===== src/rtl/lpw_pkg.sv =====
// Shared types and constants for the low-power wake controller
package lpw_pkg;

    // Stop recovery lengths in oscillator reference clock cycles
    localparam int unsigned LPW_RECOVERY_FULL = 4096;
    localparam int unsigned LPW_RECOVERY_SHORT = 32;
    localparam int unsigned LPW_RECOVERY_BITS = 12;

    // Number of wake sources and width of a source index
    localparam int unsigned LPW_SRC_COUNT = 22;
    localparam int unsigned LPW_SRC_BITS = 5;
    localparam int unsigned LPW_KEY_PINS = 8;

    // Vector pair addresses, high byte address of each pair
    localparam logic [15:0] LPW_VEC_RESET = 16'hFFFE;
    localparam logic [15:0] LPW_VEC_BREAK = 16'hFFFC;
    localparam logic [15:0] LPW_VEC_EXT_IRQ = 16'hFFFA;
    localparam logic [15:0] LPW_VEC_CLOCK_GEN = 16'hFFF8;
    localparam logic [15:0] LPW_VEC_T1_CH0 = 16'hFFF6;
    localparam logic [15:0] LPW_VEC_T1_CH1 = 16'hFFF4;
    localparam logic [15:0] LPW_VEC_T1_OVF = 16'hFFF2;
    localparam logic [15:0] LPW_VEC_T2_CH0 = 16'hFFF0;
    localparam logic [15:0] LPW_VEC_T2_CH1 = 16'hFFEE;
    localparam logic [15:0] LPW_VEC_T2_OVF = 16'hFFEC;
    localparam logic [15:0] LPW_VEC_SPI_RX = 16'hFFEA;
    localparam logic [15:0] LPW_VEC_SPI_TX = 16'hFFE8;
    localparam logic [15:0] LPW_VEC_SER_ERR = 16'hFFE6;
    localparam logic [15:0] LPW_VEC_SER_RX = 16'hFFE4;
    localparam logic [15:0] LPW_VEC_SER_TX = 16'hFFE2;
    localparam logic [15:0] LPW_VEC_KEY = 16'hFFE0;
    localparam logic [15:0] LPW_VEC_ADC = 16'hFFDE;
    localparam logic [15:0] LPW_VEC_TICK = 16'hFFDC;
    localparam logic [15:0] LPW_VEC_T2_CH2 = 16'hFFD2;
    localparam logic [15:0] LPW_VEC_T2_CH3 = 16'hFFD0;
    localparam logic [15:0] LPW_VEC_T2_CH4 = 16'hFFCE;
    localparam logic [15:0] LPW_VEC_T2_CH5 = 16'hFFCC;

    // Wake sources, lowest index wins
    typedef enum logic [4:0] {
        LPW_SRC_RESET = 5'h00, LPW_SRC_BREAK = 5'h01, LPW_SRC_EXT_IRQ = 5'h02,
        LPW_SRC_CLOCK_GEN = 5'h03, LPW_SRC_T1_CH0 = 5'h04, LPW_SRC_T1_CH1 = 5'h05,
        LPW_SRC_T1_OVF = 5'h06, LPW_SRC_T2_CH0 = 5'h07, LPW_SRC_T2_CH1 = 5'h08,
        LPW_SRC_T2_OVF = 5'h09, LPW_SRC_SPI_RX = 5'h0A, LPW_SRC_SPI_TX = 5'h0B,
        LPW_SRC_SER_ERR = 5'h0C, LPW_SRC_SER_RX = 5'h0D, LPW_SRC_SER_TX = 5'h0E,
        LPW_SRC_KEY = 5'h0F, LPW_SRC_ADC = 5'h10, LPW_SRC_TICK = 5'h11,
        LPW_SRC_T2_CH2 = 5'h12, LPW_SRC_T2_CH3 = 5'h13, LPW_SRC_T2_CH4 = 5'h14,
        LPW_SRC_T2_CH5 = 5'h15
    } lpw_src_e;

    // Controller states, Gray along run, stop, recover, fetch
    typedef enum logic [2:0] {
        LPW_RUN = 3'h0,
        LPW_STOP = 3'h1,
        LPW_RECOVER = 3'h3,
        LPW_FETCH = 3'h2,
        LPW_WAIT = 3'h4
    } lpw_state_e;

    // Configuration bits
    typedef struct packed {
        logic stop_enable;
        logic short_recovery_select;
        logic osc_on_in_stop;
        logic watchdog_enable;
        logic brownout_enable;
        logic brownout_rst_enable;
        logic brownout_stop_enable;
    } lpw_cfg_s;

    // Enabled peripheral interrupt requests
    // timer1: 0 ch0, 1 ch1, 2 ovf; timer2: 0 ch0, 1 ch1, 2 ovf, 3..6 ch2..ch5
    // spi: 0 rx, 1 tx; serial: 0 err, 1 rx, 2 tx
    typedef struct packed {
        logic [2:0] timer1;
        logic [6:0] timer2;
        logic [1:0] spi;
        logic [2:0] serial;
        logic adc;
        logic tick;
        logic clock_gen;
        logic brk;
    } lpw_req_s;

    // Clock enables driven to the clock tree
    typedef struct packed {
        logic cpu_clk_en;
        logic bus_clk_en;
        logic osc_enable;
        logic loop_enable;
        logic clock_gen_out_en;
        logic watchdog_clk_en;
    } lpw_clk_s;

    // Run permissions for peripherals
    typedef struct packed {
        logic serial_active;
        logic spi_active;
        logic timer_active;
        logic tick_active;
        logic tick_reg_access;
        logic brownout_active;
    } lpw_act_s;

endpackage


===== src/rtl/lpw_ctrl.sv =====
// Low-power mode controller: wait/stop entry, wake, recovery and vector select
// Operation
// - Watchdog runs in wait, resets on timeout
// - Stop gates watchdog clock, clears its counter
// - Stop instruction ignored unless stop enabled
// - Unmasked external interrupt ends wait and stop
// - Unmasked key request ends wait and stop
// - Enabled brownout reset ends wait and stop
// - Serial, SPI, timer requests end wait
// - Serial idle in stop; transfer data invalid
// - SPI idle in stop; reset exit resets it
// - Timers frozen in stop, resume on interrupt
// - Tick runs in wait; register locked
// - Tick runs in stop only with oscillator
// - Resets restart clocks, fetch reset vector
// - Irq, break, clock interrupt use own vectors
// - Only listed events end stop mode
// - Recovery holds clocks 4096 reference cycles
// - Short recovery select gives 32 cycles
// - Wait stops CPU clock, bus runs
// - Stop gates loop; oscillator per config
module lpw_ctrl
    import lpw_pkg::*;
#(
    parameter int unsigned FULL_RECOVERY = LPW_RECOVERY_FULL,
    parameter int unsigned SHORT_RECOVERY = LPW_RECOVERY_SHORT,
    parameter int unsigned KEY_PINS = LPW_KEY_PINS
)
(
    input wire logic sys_clk,
    input wire logic resetn,
    input wire lpw_cfg_s cfg,
    input wire logic wait_instr,
    input wire logic stop_instr,
    input wire logic osc_ref_tick,
    input wire logic rst_pin_n,
    input wire logic watchdog_timeout,
    input wire logic brownout_trip,
    input wire logic ext_irq_pin,
    input wire logic ext_irq_request,
    input wire logic ext_irq_request_mask,
    input wire logic [KEY_PINS-1:0] key_pins,
    input wire logic [KEY_PINS-1:0] key_enable,
    input wire logic [KEY_PINS-1:0] key_polarity_bits,
    input wire logic key_request,
    input wire logic key_request_mask,
    input wire lpw_req_s periph_req,
    input wire logic serial_busy,
    output lpw_state_e mode,
    output lpw_clk_s clk_ctrl,
    output lpw_act_s act,
    output logic watchdog_count_clear,
    output logic mcu_reset,
    output logic spi_reset,
    output logic serial_data_invalid,
    output logic vector_fetch,
    output logic [15:0] vector_addr
);

    localparam logic [LPW_RECOVERY_BITS-1:0] FULL_LAST =
        LPW_RECOVERY_BITS'(FULL_RECOVERY - 1);
    localparam logic [LPW_RECOVERY_BITS-1:0] SHORT_LAST =
        LPW_RECOVERY_BITS'(SHORT_RECOVERY - 1);

    // All controller state in one record
    typedef struct packed {
        lpw_state_e state;
        lpw_src_e src;
        logic [LPW_RECOVERY_BITS-1:0] rec_cnt;
        logic fetch_phase;
        logic irq_prev;
        logic [KEY_PINS-1:0] key_prev;
        lpw_clk_s clk;
        lpw_act_s act;
        logic watchdog_count_clear;
        logic mcu_reset;
        logic spi_reset;
        logic serial_data_invalid;
        logic vector_fetch;
        logic [15:0] vector_addr;
    } lpw_ctrl_s;

    localparam lpw_clk_s CLK_RUN = '{cpu_clk_en: 1'b1, bus_clk_en: 1'b1, osc_enable: 1'b1,
        loop_enable: 1'b1, clock_gen_out_en: 1'b1, watchdog_clk_en: 1'b1};
    localparam lpw_act_s ACT_RUN = '{serial_active: 1'b1, spi_active: 1'b1,
        timer_active: 1'b1, tick_active: 1'b1, tick_reg_access: 1'b1,
        brownout_active: 1'b1};

    logic [1:0] rst_sync;
    logic rst_n;
    lpw_ctrl_s st;
    lpw_ctrl_s next_st;
    logic [15:0] rom_addr;
    logic [KEY_PINS-1:0] key_edge;
    logic [LPW_SRC_COUNT-1:0] req_all;
    logic [LPW_SRC_COUNT-1:0] wake_wait;
    logic [LPW_SRC_COUNT-1:0] wake_stop;
    logic brownout_live;
    logic watchdog_live;
    logic reset_event;
    logic rec_done;

    // Lowest set index wins; used for both wait and stop wake words
    function automatic lpw_src_e lpw_pick(input logic [LPW_SRC_COUNT-1:0] w);
        lpw_pick = LPW_SRC_RESET;
        for (int i = LPW_SRC_COUNT - 1; i >= 0; i--) begin
            if (w[i]) begin
                lpw_pick = lpw_src_e'(LPW_SRC_BITS'(i));
            end
        end
    endfunction

    // Reset release through two flops
    always_ff @(posedge sys_clk or negedge resetn) begin
        if (!resetn) begin
            rst_sync <= 2'h0;
        end else begin
            rst_sync <= {rst_sync[0], 1'b1};
        end
    end
    assign rst_n = rst_sync[1];

    // Key pin edges, direction chosen by the polarity bits
    // key edge polarity
    generate
        for (genvar k = 0; k < KEY_PINS; k++) begin : g_key
            assign key_edge[k] = key_enable[k] & (key_polarity_bits[k] ?
                (key_pins[k] & ~st.key_prev[k]) : (~key_pins[k] & st.key_prev[k]));
        end
    endgenerate

    // Brownout and watchdog liveness per mode
    // brownout in stop
    assign brownout_live = cfg.brownout_enable &
        ((st.state != LPW_STOP) | cfg.brownout_stop_enable);
    assign watchdog_live = cfg.watchdog_enable & st.clk.watchdog_clk_en;
    assign reset_event = ~rst_pin_n | (watchdog_live & watchdog_timeout) |
        (brownout_live & cfg.brownout_rst_enable & brownout_trip);

    // Request word in source order; reset and key/irq slots filled per mode
    // first timer vectors
    assign req_all = {periph_req.timer2[6:3], periph_req.tick, periph_req.adc, 1'b0,
        periph_req.serial, periph_req.spi, periph_req.timer2[2:0], periph_req.timer1,
        periph_req.clock_gen, 1'b0, periph_req.brk, reset_event};

    // Wait ends on any enabled request
    // irq ends wait
    always_comb begin
        wake_wait = req_all;
        wake_wait[LPW_SRC_EXT_IRQ] = ext_irq_request & ~ext_irq_request_mask;
        wake_wait[LPW_SRC_KEY] = key_request & ~key_request_mask;
    end

    // Stop ends only on the short list
    // stop exit events
    always_comb begin
        wake_stop = '0;
        wake_stop[LPW_SRC_RESET] = reset_event;
        wake_stop[LPW_SRC_BREAK] = periph_req.brk;
        wake_stop[LPW_SRC_EXT_IRQ] = ~ext_irq_pin & st.irq_prev & ~ext_irq_request_mask;
        wake_stop[LPW_SRC_KEY] = (|key_edge) & ~key_request_mask;
        wake_stop[LPW_SRC_TICK] = periph_req.tick & cfg.osc_on_in_stop;
    end

    // Recovery ends on the last reference tick of the selected length
    // full recovery count
    assign rec_done = osc_ref_tick &
        (st.rec_cnt == (cfg.short_recovery_select ? SHORT_LAST : FULL_LAST));

    // Next state and registered outputs
    always_comb begin
        next_st = st;
        next_st.irq_prev = ext_irq_pin;
        next_st.key_prev = key_pins;
        next_st.watchdog_count_clear = 1'b0;
        next_st.mcu_reset = 1'b0;
        next_st.spi_reset = 1'b0;
        next_st.serial_data_invalid = 1'b0;
        next_st.vector_fetch = 1'b0;
        next_st.clk = CLK_RUN;
        next_st.act = ACT_RUN;
        unique case (st.state)
            LPW_RUN: begin
                if (reset_event) begin
                    next_st.mcu_reset = 1'b1;
                    next_st.src = LPW_SRC_RESET;
                    next_st.fetch_phase = 1'b0;
                    next_st.state = LPW_FETCH;
                end else if (stop_instr && cfg.stop_enable) begin
                    next_st.state = LPW_STOP;
                    next_st.watchdog_count_clear = 1'b1;
                    next_st.serial_data_invalid = serial_busy;
                end else if (wait_instr) begin
                    next_st.state = LPW_WAIT;
                end
            end
            LPW_WAIT: begin
                if (|wake_wait) begin
                    next_st.src = lpw_pick(wake_wait);
                    next_st.mcu_reset = reset_event;
                    next_st.fetch_phase = 1'b0;
                    next_st.state = LPW_FETCH;
                end
            end
            LPW_STOP: begin
                if (|wake_stop) begin
                    next_st.src = lpw_pick(wake_stop);
                    next_st.mcu_reset = reset_event;
                    next_st.spi_reset = reset_event;
                    next_st.rec_cnt = '0;
                    next_st.state = LPW_RECOVER;
                end
            end
            LPW_RECOVER: begin
                if (rec_done) begin
                    next_st.fetch_phase = 1'b0;
                    next_st.state = LPW_FETCH;
                end else if (osc_ref_tick) begin
                    next_st.rec_cnt = st.rec_cnt + 1'b1;
                end
            end
            LPW_FETCH: begin
                // Table read is registered, so the address is taken a cycle later
                next_st.fetch_phase = 1'b1;
                if (st.fetch_phase) begin
                    next_st.vector_fetch = 1'b1;
                    next_st.vector_addr = rom_addr;
                    next_st.state = LPW_RUN;
                end
            end
            default: begin
                next_st.state = LPW_RUN;
            end
        endcase
        // Clock and activity view of the state being entered
        unique case (next_st.state)
            LPW_WAIT: begin
                next_st.clk.cpu_clk_en = 1'b0;
                next_st.act.tick_reg_access = 1'b0;
            end
            LPW_STOP, LPW_RECOVER: begin
                next_st.clk.cpu_clk_en = 1'b0;
                next_st.clk.bus_clk_en = 1'b0;
                next_st.clk.loop_enable = 1'b0;
                next_st.clk.osc_enable = cfg.osc_on_in_stop | (next_st.state == LPW_RECOVER);
                next_st.clk.clock_gen_out_en = cfg.osc_on_in_stop;
                next_st.clk.watchdog_clk_en = 1'b0;
                next_st.act.serial_active = 1'b0;
                next_st.act.spi_active = 1'b0;
                next_st.act.timer_active = 1'b0;
                next_st.act.tick_active = cfg.osc_on_in_stop & (next_st.state == LPW_STOP);
                next_st.act.tick_reg_access = 1'b0;
            end
            default: begin
            end
        endcase
        // brownout view follows the state being entered, not the one left
        next_st.act.brownout_active = cfg.brownout_enable &
            ((next_st.state != LPW_STOP) | cfg.brownout_stop_enable);
    end

    // Vector table
    lpw_vec_rom u_rom (
        .sys_clk(sys_clk),
        .rst_n(rst_n),
        .src(st.src),
        .vector_addr(rom_addr)
    );

    // State register
    always_ff @(posedge sys_clk or negedge rst_n) begin
        if (!rst_n) begin
            st <= '{state: LPW_RUN, src: LPW_SRC_RESET, rec_cnt: '0, fetch_phase: 1'b0,
                irq_prev: 1'b1, key_prev: '0, clk: CLK_RUN, act: ACT_RUN,
                watchdog_count_clear: 1'b0, mcu_reset: 1'b0, spi_reset: 1'b0,
                serial_data_invalid: 1'b0, vector_fetch: 1'b0, vector_addr: LPW_VEC_RESET};
        end else begin
            st <= next_st;
        end
    end

    // Outputs straight from the state record
    assign mode = st.state;
    assign clk_ctrl = st.clk;
    assign act = st.act;
    assign watchdog_count_clear = st.watchdog_count_clear;
    assign mcu_reset = st.mcu_reset;
    assign spi_reset = st.spi_reset;
    assign serial_data_invalid = st.serial_data_invalid;
    assign vector_fetch = st.vector_fetch;
    assign vector_addr = st.vector_addr;

endmodule


===== src/rtl/lpw_vec_rom.sv =====
// Vector pair address table with registered read data
module lpw_vec_rom
    import lpw_pkg::*;
(
    input wire logic sys_clk,
    input wire logic rst_n,
    input wire lpw_src_e src,
    output logic [15:0] vector_addr
);

    // Constant table; an unknown index falls back to the reset pair
    function automatic logic [15:0] lpw_lookup(input lpw_src_e s);
        unique case (s)
            LPW_SRC_RESET: lpw_lookup = LPW_VEC_RESET;
            LPW_SRC_BREAK: lpw_lookup = LPW_VEC_BREAK;
            LPW_SRC_EXT_IRQ: lpw_lookup = LPW_VEC_EXT_IRQ;
            LPW_SRC_CLOCK_GEN: lpw_lookup = LPW_VEC_CLOCK_GEN;
            LPW_SRC_T1_CH0: lpw_lookup = LPW_VEC_T1_CH0;
            LPW_SRC_T1_CH1: lpw_lookup = LPW_VEC_T1_CH1;
            LPW_SRC_T1_OVF: lpw_lookup = LPW_VEC_T1_OVF;
            LPW_SRC_T2_CH0: lpw_lookup = LPW_VEC_T2_CH0;
            LPW_SRC_T2_CH1: lpw_lookup = LPW_VEC_T2_CH1;
            LPW_SRC_T2_OVF: lpw_lookup = LPW_VEC_T2_OVF;
            LPW_SRC_SPI_RX: lpw_lookup = LPW_VEC_SPI_RX;
            LPW_SRC_SPI_TX: lpw_lookup = LPW_VEC_SPI_TX;
            LPW_SRC_SER_ERR: lpw_lookup = LPW_VEC_SER_ERR;
            LPW_SRC_SER_RX: lpw_lookup = LPW_VEC_SER_RX;
            LPW_SRC_SER_TX: lpw_lookup = LPW_VEC_SER_TX;
            LPW_SRC_KEY: lpw_lookup = LPW_VEC_KEY;
            LPW_SRC_ADC: lpw_lookup = LPW_VEC_ADC;
            LPW_SRC_TICK: lpw_lookup = LPW_VEC_TICK;
            LPW_SRC_T2_CH2: lpw_lookup = LPW_VEC_T2_CH2;
            LPW_SRC_T2_CH3: lpw_lookup = LPW_VEC_T2_CH3;
            LPW_SRC_T2_CH4: lpw_lookup = LPW_VEC_T2_CH4;
            LPW_SRC_T2_CH5: lpw_lookup = LPW_VEC_T2_CH5;
            default: lpw_lookup = LPW_VEC_RESET;
        endcase
    endfunction

    // Registered read, one cycle behind the index
    always_ff @(posedge sys_clk or negedge rst_n) begin
        if (!rst_n) begin
            vector_addr <= LPW_VEC_RESET;
        end else begin
            vector_addr <= lpw_lookup(src);
        end
    end

endmodule

===== config.mk =====
export PLATFORM = sky130hd
export DESIGN_NAME = lpw_ctrl
export DESIGN_NICKNAME = d
export VERILOG_FILES = /design/src/rtl/lpw_pkg.sv /design/src/rtl/lpw_ctrl.sv /design/src/rtl/lpw_vec_rom.sv
export SDC_FILE = /design/constraint.sdc
export NUM_CORES = 1
export LEC_CHECK = 0
export ABC_AREA = 1
export BUFFER_PORTS_ARGS = -buffer_cell sky130_fd_sc_hd__buf_2
export CAP_MARGIN = 10
export CORE_ASPECT_RATIO = 0.7
export CORE_MARGIN = 3
export CORE_UTILIZATION = 50
export CTS_BUF_LIST = sky130_fd_sc_hd__clkbuf_16
export CTS_CLUSTER_DIAMETER = 30
export DETAILED_ROUTE_END_ITERATION = 10
export GPL_TIMING_DRIVEN = 0
export HOLD_SLACK_MARGIN = 0.1
export PLACE_DENSITY = 0.79
export SYNTH_ARGS = -nofsm -noshare
export SYNTH_HDL_FRONTEND = slang
export SYNTH_SLANG_ARGS = --single-unit

===== constraint.sdc =====
create_clock -name sys_clk -period 4.95 [get_ports sys_clk]
set_input_delay 0 -clock sys_clk [delete_from_list [all_inputs] [get_ports sys_clk]]
set_output_delay 0 -clock sys_clk [all_outputs]
set_load 0.05 [all_outputs]

=== Word level (Yosys, flattened, before mapping) ===
Memory sizes are Yosys's and may differ from the RTL's. A register that Yosys moved wholly into a read port is not among the register bits.
Cells that the tools add are included.
Widths: inputs -> output; s select.

* Logic and storage cells: 189
* Memories kept: 1
* Bits in registers: 80
* Bits in read-only memories: 160
* Input bits: 64

* Equality and inequality tests: 16
* Multiplexer cells: 68
* Reduce and logical (&&, ||, !) cells: 15
* Add/sub/neg operators: 1
* Bitwise logic cells: 63

{| class="wikitable"
|+ Memories
! memory !! depth !! width !! read ports !! clocked after Yosys merged registers in !! wr ports !! RTL line !! RTL
|-
| (no name shown) || 32 || 5 || 1 || 1 || 0 || lpw_vec_rom.sv:13 || <nowiki>unique case (s)</nowiki>
|}

{| class="wikitable"
|+ Operators with widths
! operator !! count
|-
| $mux 5 || 28
|-
| $and 1x1->1 || 38
|-
| $mux 12 || 3
|-
| $mux 17 || 2
|-
| $pmux 12 s2 || 1
|-
| $reduce_or 22->1 || 1
|-
| $mux 1 || 21
|-
| $mux 20 || 1
|-
| $not 1->1 || 20
|-
| $mux 3 || 5
|-
| $pmux 3 s5 || 1
|-
| $pmux 5 s3 || 1
|-
| $add 12x1->12 const B || 1
|-
| $eq 12x12->1 || 1
|-
| $ne 2x2->1 const B || 6
|-
| $reduce_and 4->1 || 3
|-
| $eq 3x2->1 const B || 3
|-
| $mux 9 || 1
|-
| $mux 8 || 1
|-
| $reduce_or 8->1 || 1
|-
| $eq 3x1->1 const B || 2
|-
| $eq 3x3->1 const B || 2
|-
| $ne 3x1->1 const B || 2
|-
| $or 1x1->1 || 5
|-
| 13 further kinds || 13
|}

=== Depth between registers and ports, before layout ===
* Word-level depth: 27
* Gate-level depth with buffers: 21

=== Modules after synthesis ===
From an unflattened synthesis, not the netlist that was laid out.

* Cells, all modules: 462
* Area, all modules: 3712.3 sq um

{| class="wikitable"
|+ Modules (own cells, without submodules)
! module !! cells each !! area an instance (sq um) !! instances
|-
| lpw_ctrl || 424 || 3408.3 || 1
|-
| lpw_vec_rom || 38 || 304.0 || 1
|}

=== Worst setup path after synthesis ===
Ideal clock, no wire load.

* Path kind: flip-flop to flip-flop
* Start point: register st (netlist bit mode[2])
* End point: register st[48] (netlist bit)
* Path slack: 3.060 ns
* Cell stages (with the launch flop): 13
* Arrival time: 1.768 ns
* Period minus slack after synthesis: 1.890 ns
* Cell sequence: dfrtp_1 -> nor3_4 -> nand2_1 -> nand4_1 -> nand3_2 -> clkinv_2 -> nand4_2 -> or2_1 -> nand2_2 -> nor2_2 -> buf_6 -> nand3_2 -> o21ai_2

* Cells in the longest elaborated chain, start to end: 9

{| class="wikitable"
|+ Ends and longest elaborated chain
! element !! RTL line !! RTL
|-
| start: declaration || lpw_ctrl.sv:91 || <nowiki>lpw_ctrl_s st;</nowiki>
|-
| start signal: assignment || lpw_ctrl.sv:273 || <nowiki>st <= '{state: LPW_RUN, src: LPW_SRC_RESET, rec_cnt: '0, fetch_phase: 1'b0,</nowiki>
|-
| start signal: assignment || lpw_ctrl.sv:278 || <nowiki>st <= next_st;</nowiki>
|-
| $ne 3x1->1 || lpw_ctrl.sv:135 || <nowiki>((st.state != LPW_STOP) | cfg.brownout_stop_enable);</nowiki>
|-
| $or 1x1->1 || lpw_ctrl.sv:135 ||
|-
| $and 1x1->1 || lpw_ctrl.sv:134 || <nowiki>assign brownout_live = cfg.brownout_enable &</nowiki>
|-
| $and 1x1->1 (2 in series) || lpw_ctrl.sv:138 || <nowiki>(brownout_live & cfg.brownout_rst_enable & brownout_trip);</nowiki>
|-
| $or 1x1->1 || lpw_ctrl.sv:137 || <nowiki>assign reset_event = ~rst_pin_n | (watchdog_live & watchdog_timeout) |</nowiki>
|-
| $reduce_or 5->1 || lpw_ctrl.sv:206 || <nowiki>if (|wake_stop) begin</nowiki>
|-
| $ne 2x2->1 (no source line) || n/a ||
|-
| $reduce_and 4->1 (no source line) || n/a ||
|}

Several ways; a longest one is shown, not always the timed one.
A chain may end at the register's enable or synchronous reset.

=== Final worst setup path ===
* Start point: register st[37] (netlist bit)
* End point: register st[56] (netlist bit)

* Cells in the longest elaborated chain, start to end: 12

{| class="wikitable"
|+ Ends and longest elaborated chain
! element !! RTL line !! RTL
|-
| $not 1->1 || lpw_ctrl.sv:128 || <nowiki>(key_pins[k] & ~st.key_prev[k]) : (~key_pins[k] & st.key_prev[k]));</nowiki>
|-
| $and 1x1->1 || lpw_ctrl.sv:128 ||
|-
| $mux 1 * || lpw_ctrl.sv:127 || <nowiki>assign key_edge[k] = key_enable[k] & (key_polarity_bits[k] ?</nowiki>
|-
| $and 1x1->1 * || lpw_ctrl.sv:127 ||
|-
| $reduce_or 8->1 * || lpw_ctrl.sv:161 || <nowiki>wake_stop[LPW_SRC_KEY] = (|key_edge) & ~key_request_mask;</nowiki>
|-
| $and 1x1->1 * || lpw_ctrl.sv:161 ||
|-
| $mux 5 (4 in series) || lpw_ctrl.sv:107 || <nowiki>if (w[i]) begin</nowiki>
|-
| $mux 20 || lpw_ctrl.sv:206 ||
|-
| $pmux 5 s3 || lpw_ctrl.sv:182 || <nowiki>unique case (st.state)</nowiki>
|}

Mark *: on every way between the ends. The rest lies on a longest branch, timed or not. The select of a mux whose other input is x is not followed.

==> summary.txt <==
setup TNS after final layout -> 0 ns
Root Driver -> clkbuf_16
top achievable clock speed -> 370 MHz
Post-Syn Area per Cell -> 7.93 sq um
synth top area cells -> dfrtp_1 (29%), dfstp_2 (14%), nand2_1 (9.8%)
cell-by-cell listing of the critical path -> a21o_1 -> nand3_1 -> nand4_1 -> o21ai_0 -> nand2_1 -> or2_1 -> nand2_1 -> nor2_1 -> inv_1 -> nand2_1 -> o31ai_1 -> dlygate4sd3_1
run status -> complete, no violations
die height -> 72.0 um
EDFF count, synth -> 0
most frequent cell after synthesis -> nand2_1
Static Leak -> 2.08 nW
IO buf count -> 88
count of state elements after synthesis -> 53
xor/xnor share of the synthesized area -> 1.69%
distinct cell type count of the synthesized netlist -> 38
measured slew at the worst slew-check pin -> 0.701 ns
total clock buffers created by CTS -> 5
Slew Limit Headroom -> 52.9%
top cell family by delay on the critical path -> simple AND/OR/NAND/NOR gates
proportion of synthesized area in mux cells -> 0%
worst IR drop on VDD -> 0.420 mV
portion of the clock cycle consumed by the worst path in the final layout -> 54.6%
H-tree Lvls -> 2
combined global-route utilization of all metal layers -> 21.9%
sequential share of the synthesized area -> 43.3%
Post-Syn Area -> 3120 sq um
overall via count from detail_route -> 2914
Final WS setup -> 2.25 ns
most numerous cell types in the synthesized netlist -> nand2_1 (81), inv_1 (59), dfrtp_1 (36)
clock latency reported for the late side of the worst-skew pair -> 0.30 ns
share of synthesized flip-flops with an asynchronous set or reset -> 100%
clk_skew -> 0.00732 ns
Power, Total -> 0.00182 W
number of antenna violations at the first check in global routing -> 0
initial core utilization -> 53.1%
drt total wl -> 7740 um
Synthesis Warnings -> 0
Final setup violation count -> 0
gr ovfl total -> 0
endpoint kind of the worst setup timing path -> flop
setup repair after global routing missed its margin -> false
layout overhead on the synthesized area -> 30.9%
Pwr per Cell Area -> 446 nW/um^2
buffer and inverter count on the worst path -> 2
mean number of vias per cell -> 4.87
instance count of the mapped netlist -> 393
total die area -> 7230 sq um
count of final max-slew check failures -> 0
shortest clock period the worst path allows after layout -> 2.70 ns
sort of element at the start of the critical path -> flop
Arr. time, crit path -> 2.93 ns
delay of the slowest critical-path stage -> 0.60 ns
Worst Path Class, Setup -> reg2reg
number of resized instances in the post-cts repair step -> 0
antenna violation net count after detailed routing -> 0
core region area -> 5870 sq um
floorplan row count -> 23
buffers inserted during post-CTS setup optimization -> 0
fraction of layout cells with a size suffix above 1 -> 34.0%
pin count of the biggest net entering global routing -> 38
main combinational cell family by area after synthesis -> simple AND/OR/NAND/NOR gates
synthesized-area fraction occupied by adder cells -> 0.402%
CP max-delay cell -> dlygate4sd3_1
number of primary I/O pins -> 100
quantity of hold-fixing buffers added after cts -> 23
share of the synthesized area in the top cell type -> 28.9%
remaining design rule violation count -> 0
initial drt markers -> 114
synthesized-area fraction occupied by ao, oa, aoi and oai cells -> 11.3%
number of max-cap violations -> 0
crit-path max FO -> 4
commonest register cell after synthesis -> dfrtp_1
Wirelength per Cell -> 12.9 um
clock-pin slew reported for the worst setup and hold paths after clock tree synthesis -> 0.06 ns
count of final hold-check violations -> 0
horizontal die dimension -> 100 um
number of nets in the layout -> 587
Critical Path Most Common Cell -> nand2_1
number of antenna diodes -> 0
Worst Path Required -> 5.18 ns
sink count of the clock tree -> 53
TritonCTS clock tree -> yes
worst hold margin -> 0.101 ns
pre-CTS WS -> 2.74 ns
Post-DP HPWL -> 5640 um
cell taking the most area after synthesis -> dfrtp_1
Hold Crit Class -> in2reg
Final Wtd Congestion -> 0.896
via count of the first global-routing pass -> 2769
wire length of the first global-routing pass -> 12700 um
number of optimization iterations in the first detailed-route pass -> 4
maximum buffer depth of the clock tree -> 2
fraction of the mapped netlist area in simple logic gates -> 27.4%
## kinds of logic after synthesis
kind of cell / after synthesis
AND/OR/NAND/NOR: 182
buffers and inverters: 95
AO/OA/AOI/OAI: 54
flip-flops: 53
XOR/XNOR: 6
other: 2
adder cells (fa/ha/maj): 1
## per-stage QoR
stage | util [%] | std cells | instance area (sq um)
after global placement | 62.8 | 566 | 3690
after global routing | 69.5 | 598 | 4080
after CTS | 69.5 | 598 | 4080
final | 69.5 | 598 | 4080
after floorplan | - | 403 | 3150
after detailed placement | 63.2 | 567 | 3710
## layout by cell type, fill, tap and decap left out, types with 2 or more instances in the layout
cell,synthesis,routed
nand3b_1,2,2
buf_2,0,88
nand3_1,21,21
or2_2,2,2
nand4_1,9,9
dfstp_2,17,17
dlygate4sd3_1,0,23
buf_4,31,31
a21o_1,4,4
buf_6,2,2
nor4_1,7,7
o221ai_1,3,3
xor2_1,6,6
o21ai_2,12,12
nand3_2,3,3
inv_1,59,61
a21oi_1,6,6
clkbuf_16,0,5
nor2_1,33,33
inv_2,2,2
nand2_1,81,81
nand2_2,7,7
nor3b_1,3,3
conb_1,2,12
nor3_1,9,9
o21ai_0,22,22
dfrtp_1,36,35
## worst min-delay path, stage by stage
cell	delay, ns
buf_2	0.09
nor4_1	0.06
o21ai_0	0.07
nand2_1	0.06
o221ai_1	0.07
## sequential cells by signal, indices dropped and copies added, names as in the netlist, 2 cells and up
| name | flops |
|---|---|
| act | 4 |
| clk_ctrl | 2 |
| mode | 3 |
| rst_sync | 2 |
| st | 27 |
| u_rom.vector_addr | 5 |
| vector_addr | 5 |
## path summary, 6_finish.rpt
check | slack [ns] | startpoint | endpoint | depth (start not counted)
max | 2.25 | st[37] | st[56] | 12
min | 0.10 | periph_req[16] | st[57] | 5
max reg2reg | 2.25 | st[37] | st[56] | 12
min reg2reg | 0.17 | rst_sync[1] | vector_fetch | 0
max in group asynchronous | 4.20 | rst_sync[1] | act[0] | 1
min in group asynchronous | 0.17 | rst_sync[1] | vector_fetch | 0
## power breakdown
group | switching [W] | total (W) | internal, W
sequential | 0.0000570 | 0.000606 | 0.000549
clock | 0.000154 | 0.000338 | 0.000184
combinational | 0.000603 | 0.000874 | 0.000271
## per-layer routing
metal | wire [um] | vias up | GRT usage (%)
met4 | 96 | 0 | 4.93
met3 | 532 | 10 | 5.76
met5 | 0 | - | 0
met2 | 3540 | 107 | 35.7
li1 | - | 1482 | -
met1 | 3570 | 1315 | 29.7
## area by class of cell
| cell class | count | area [sq um] |
|---|---|---|
| Timing Repair Buffer | 112 | 691 |
| Clock inverter | 3 | 15.0 |
| Inverter | 62 | 234 |
| Buffer | 33 | 255 |
| Clock buffer | 5 | 125 |
| Fill cell | 487 | 1790 |
| Tap cell | 75 | 93.8 |
| Sequential cell | 53 | 1350 |
| Multi-Input combinational cell | 255 | 1320 |
Power figures use the tool's default switching activity.
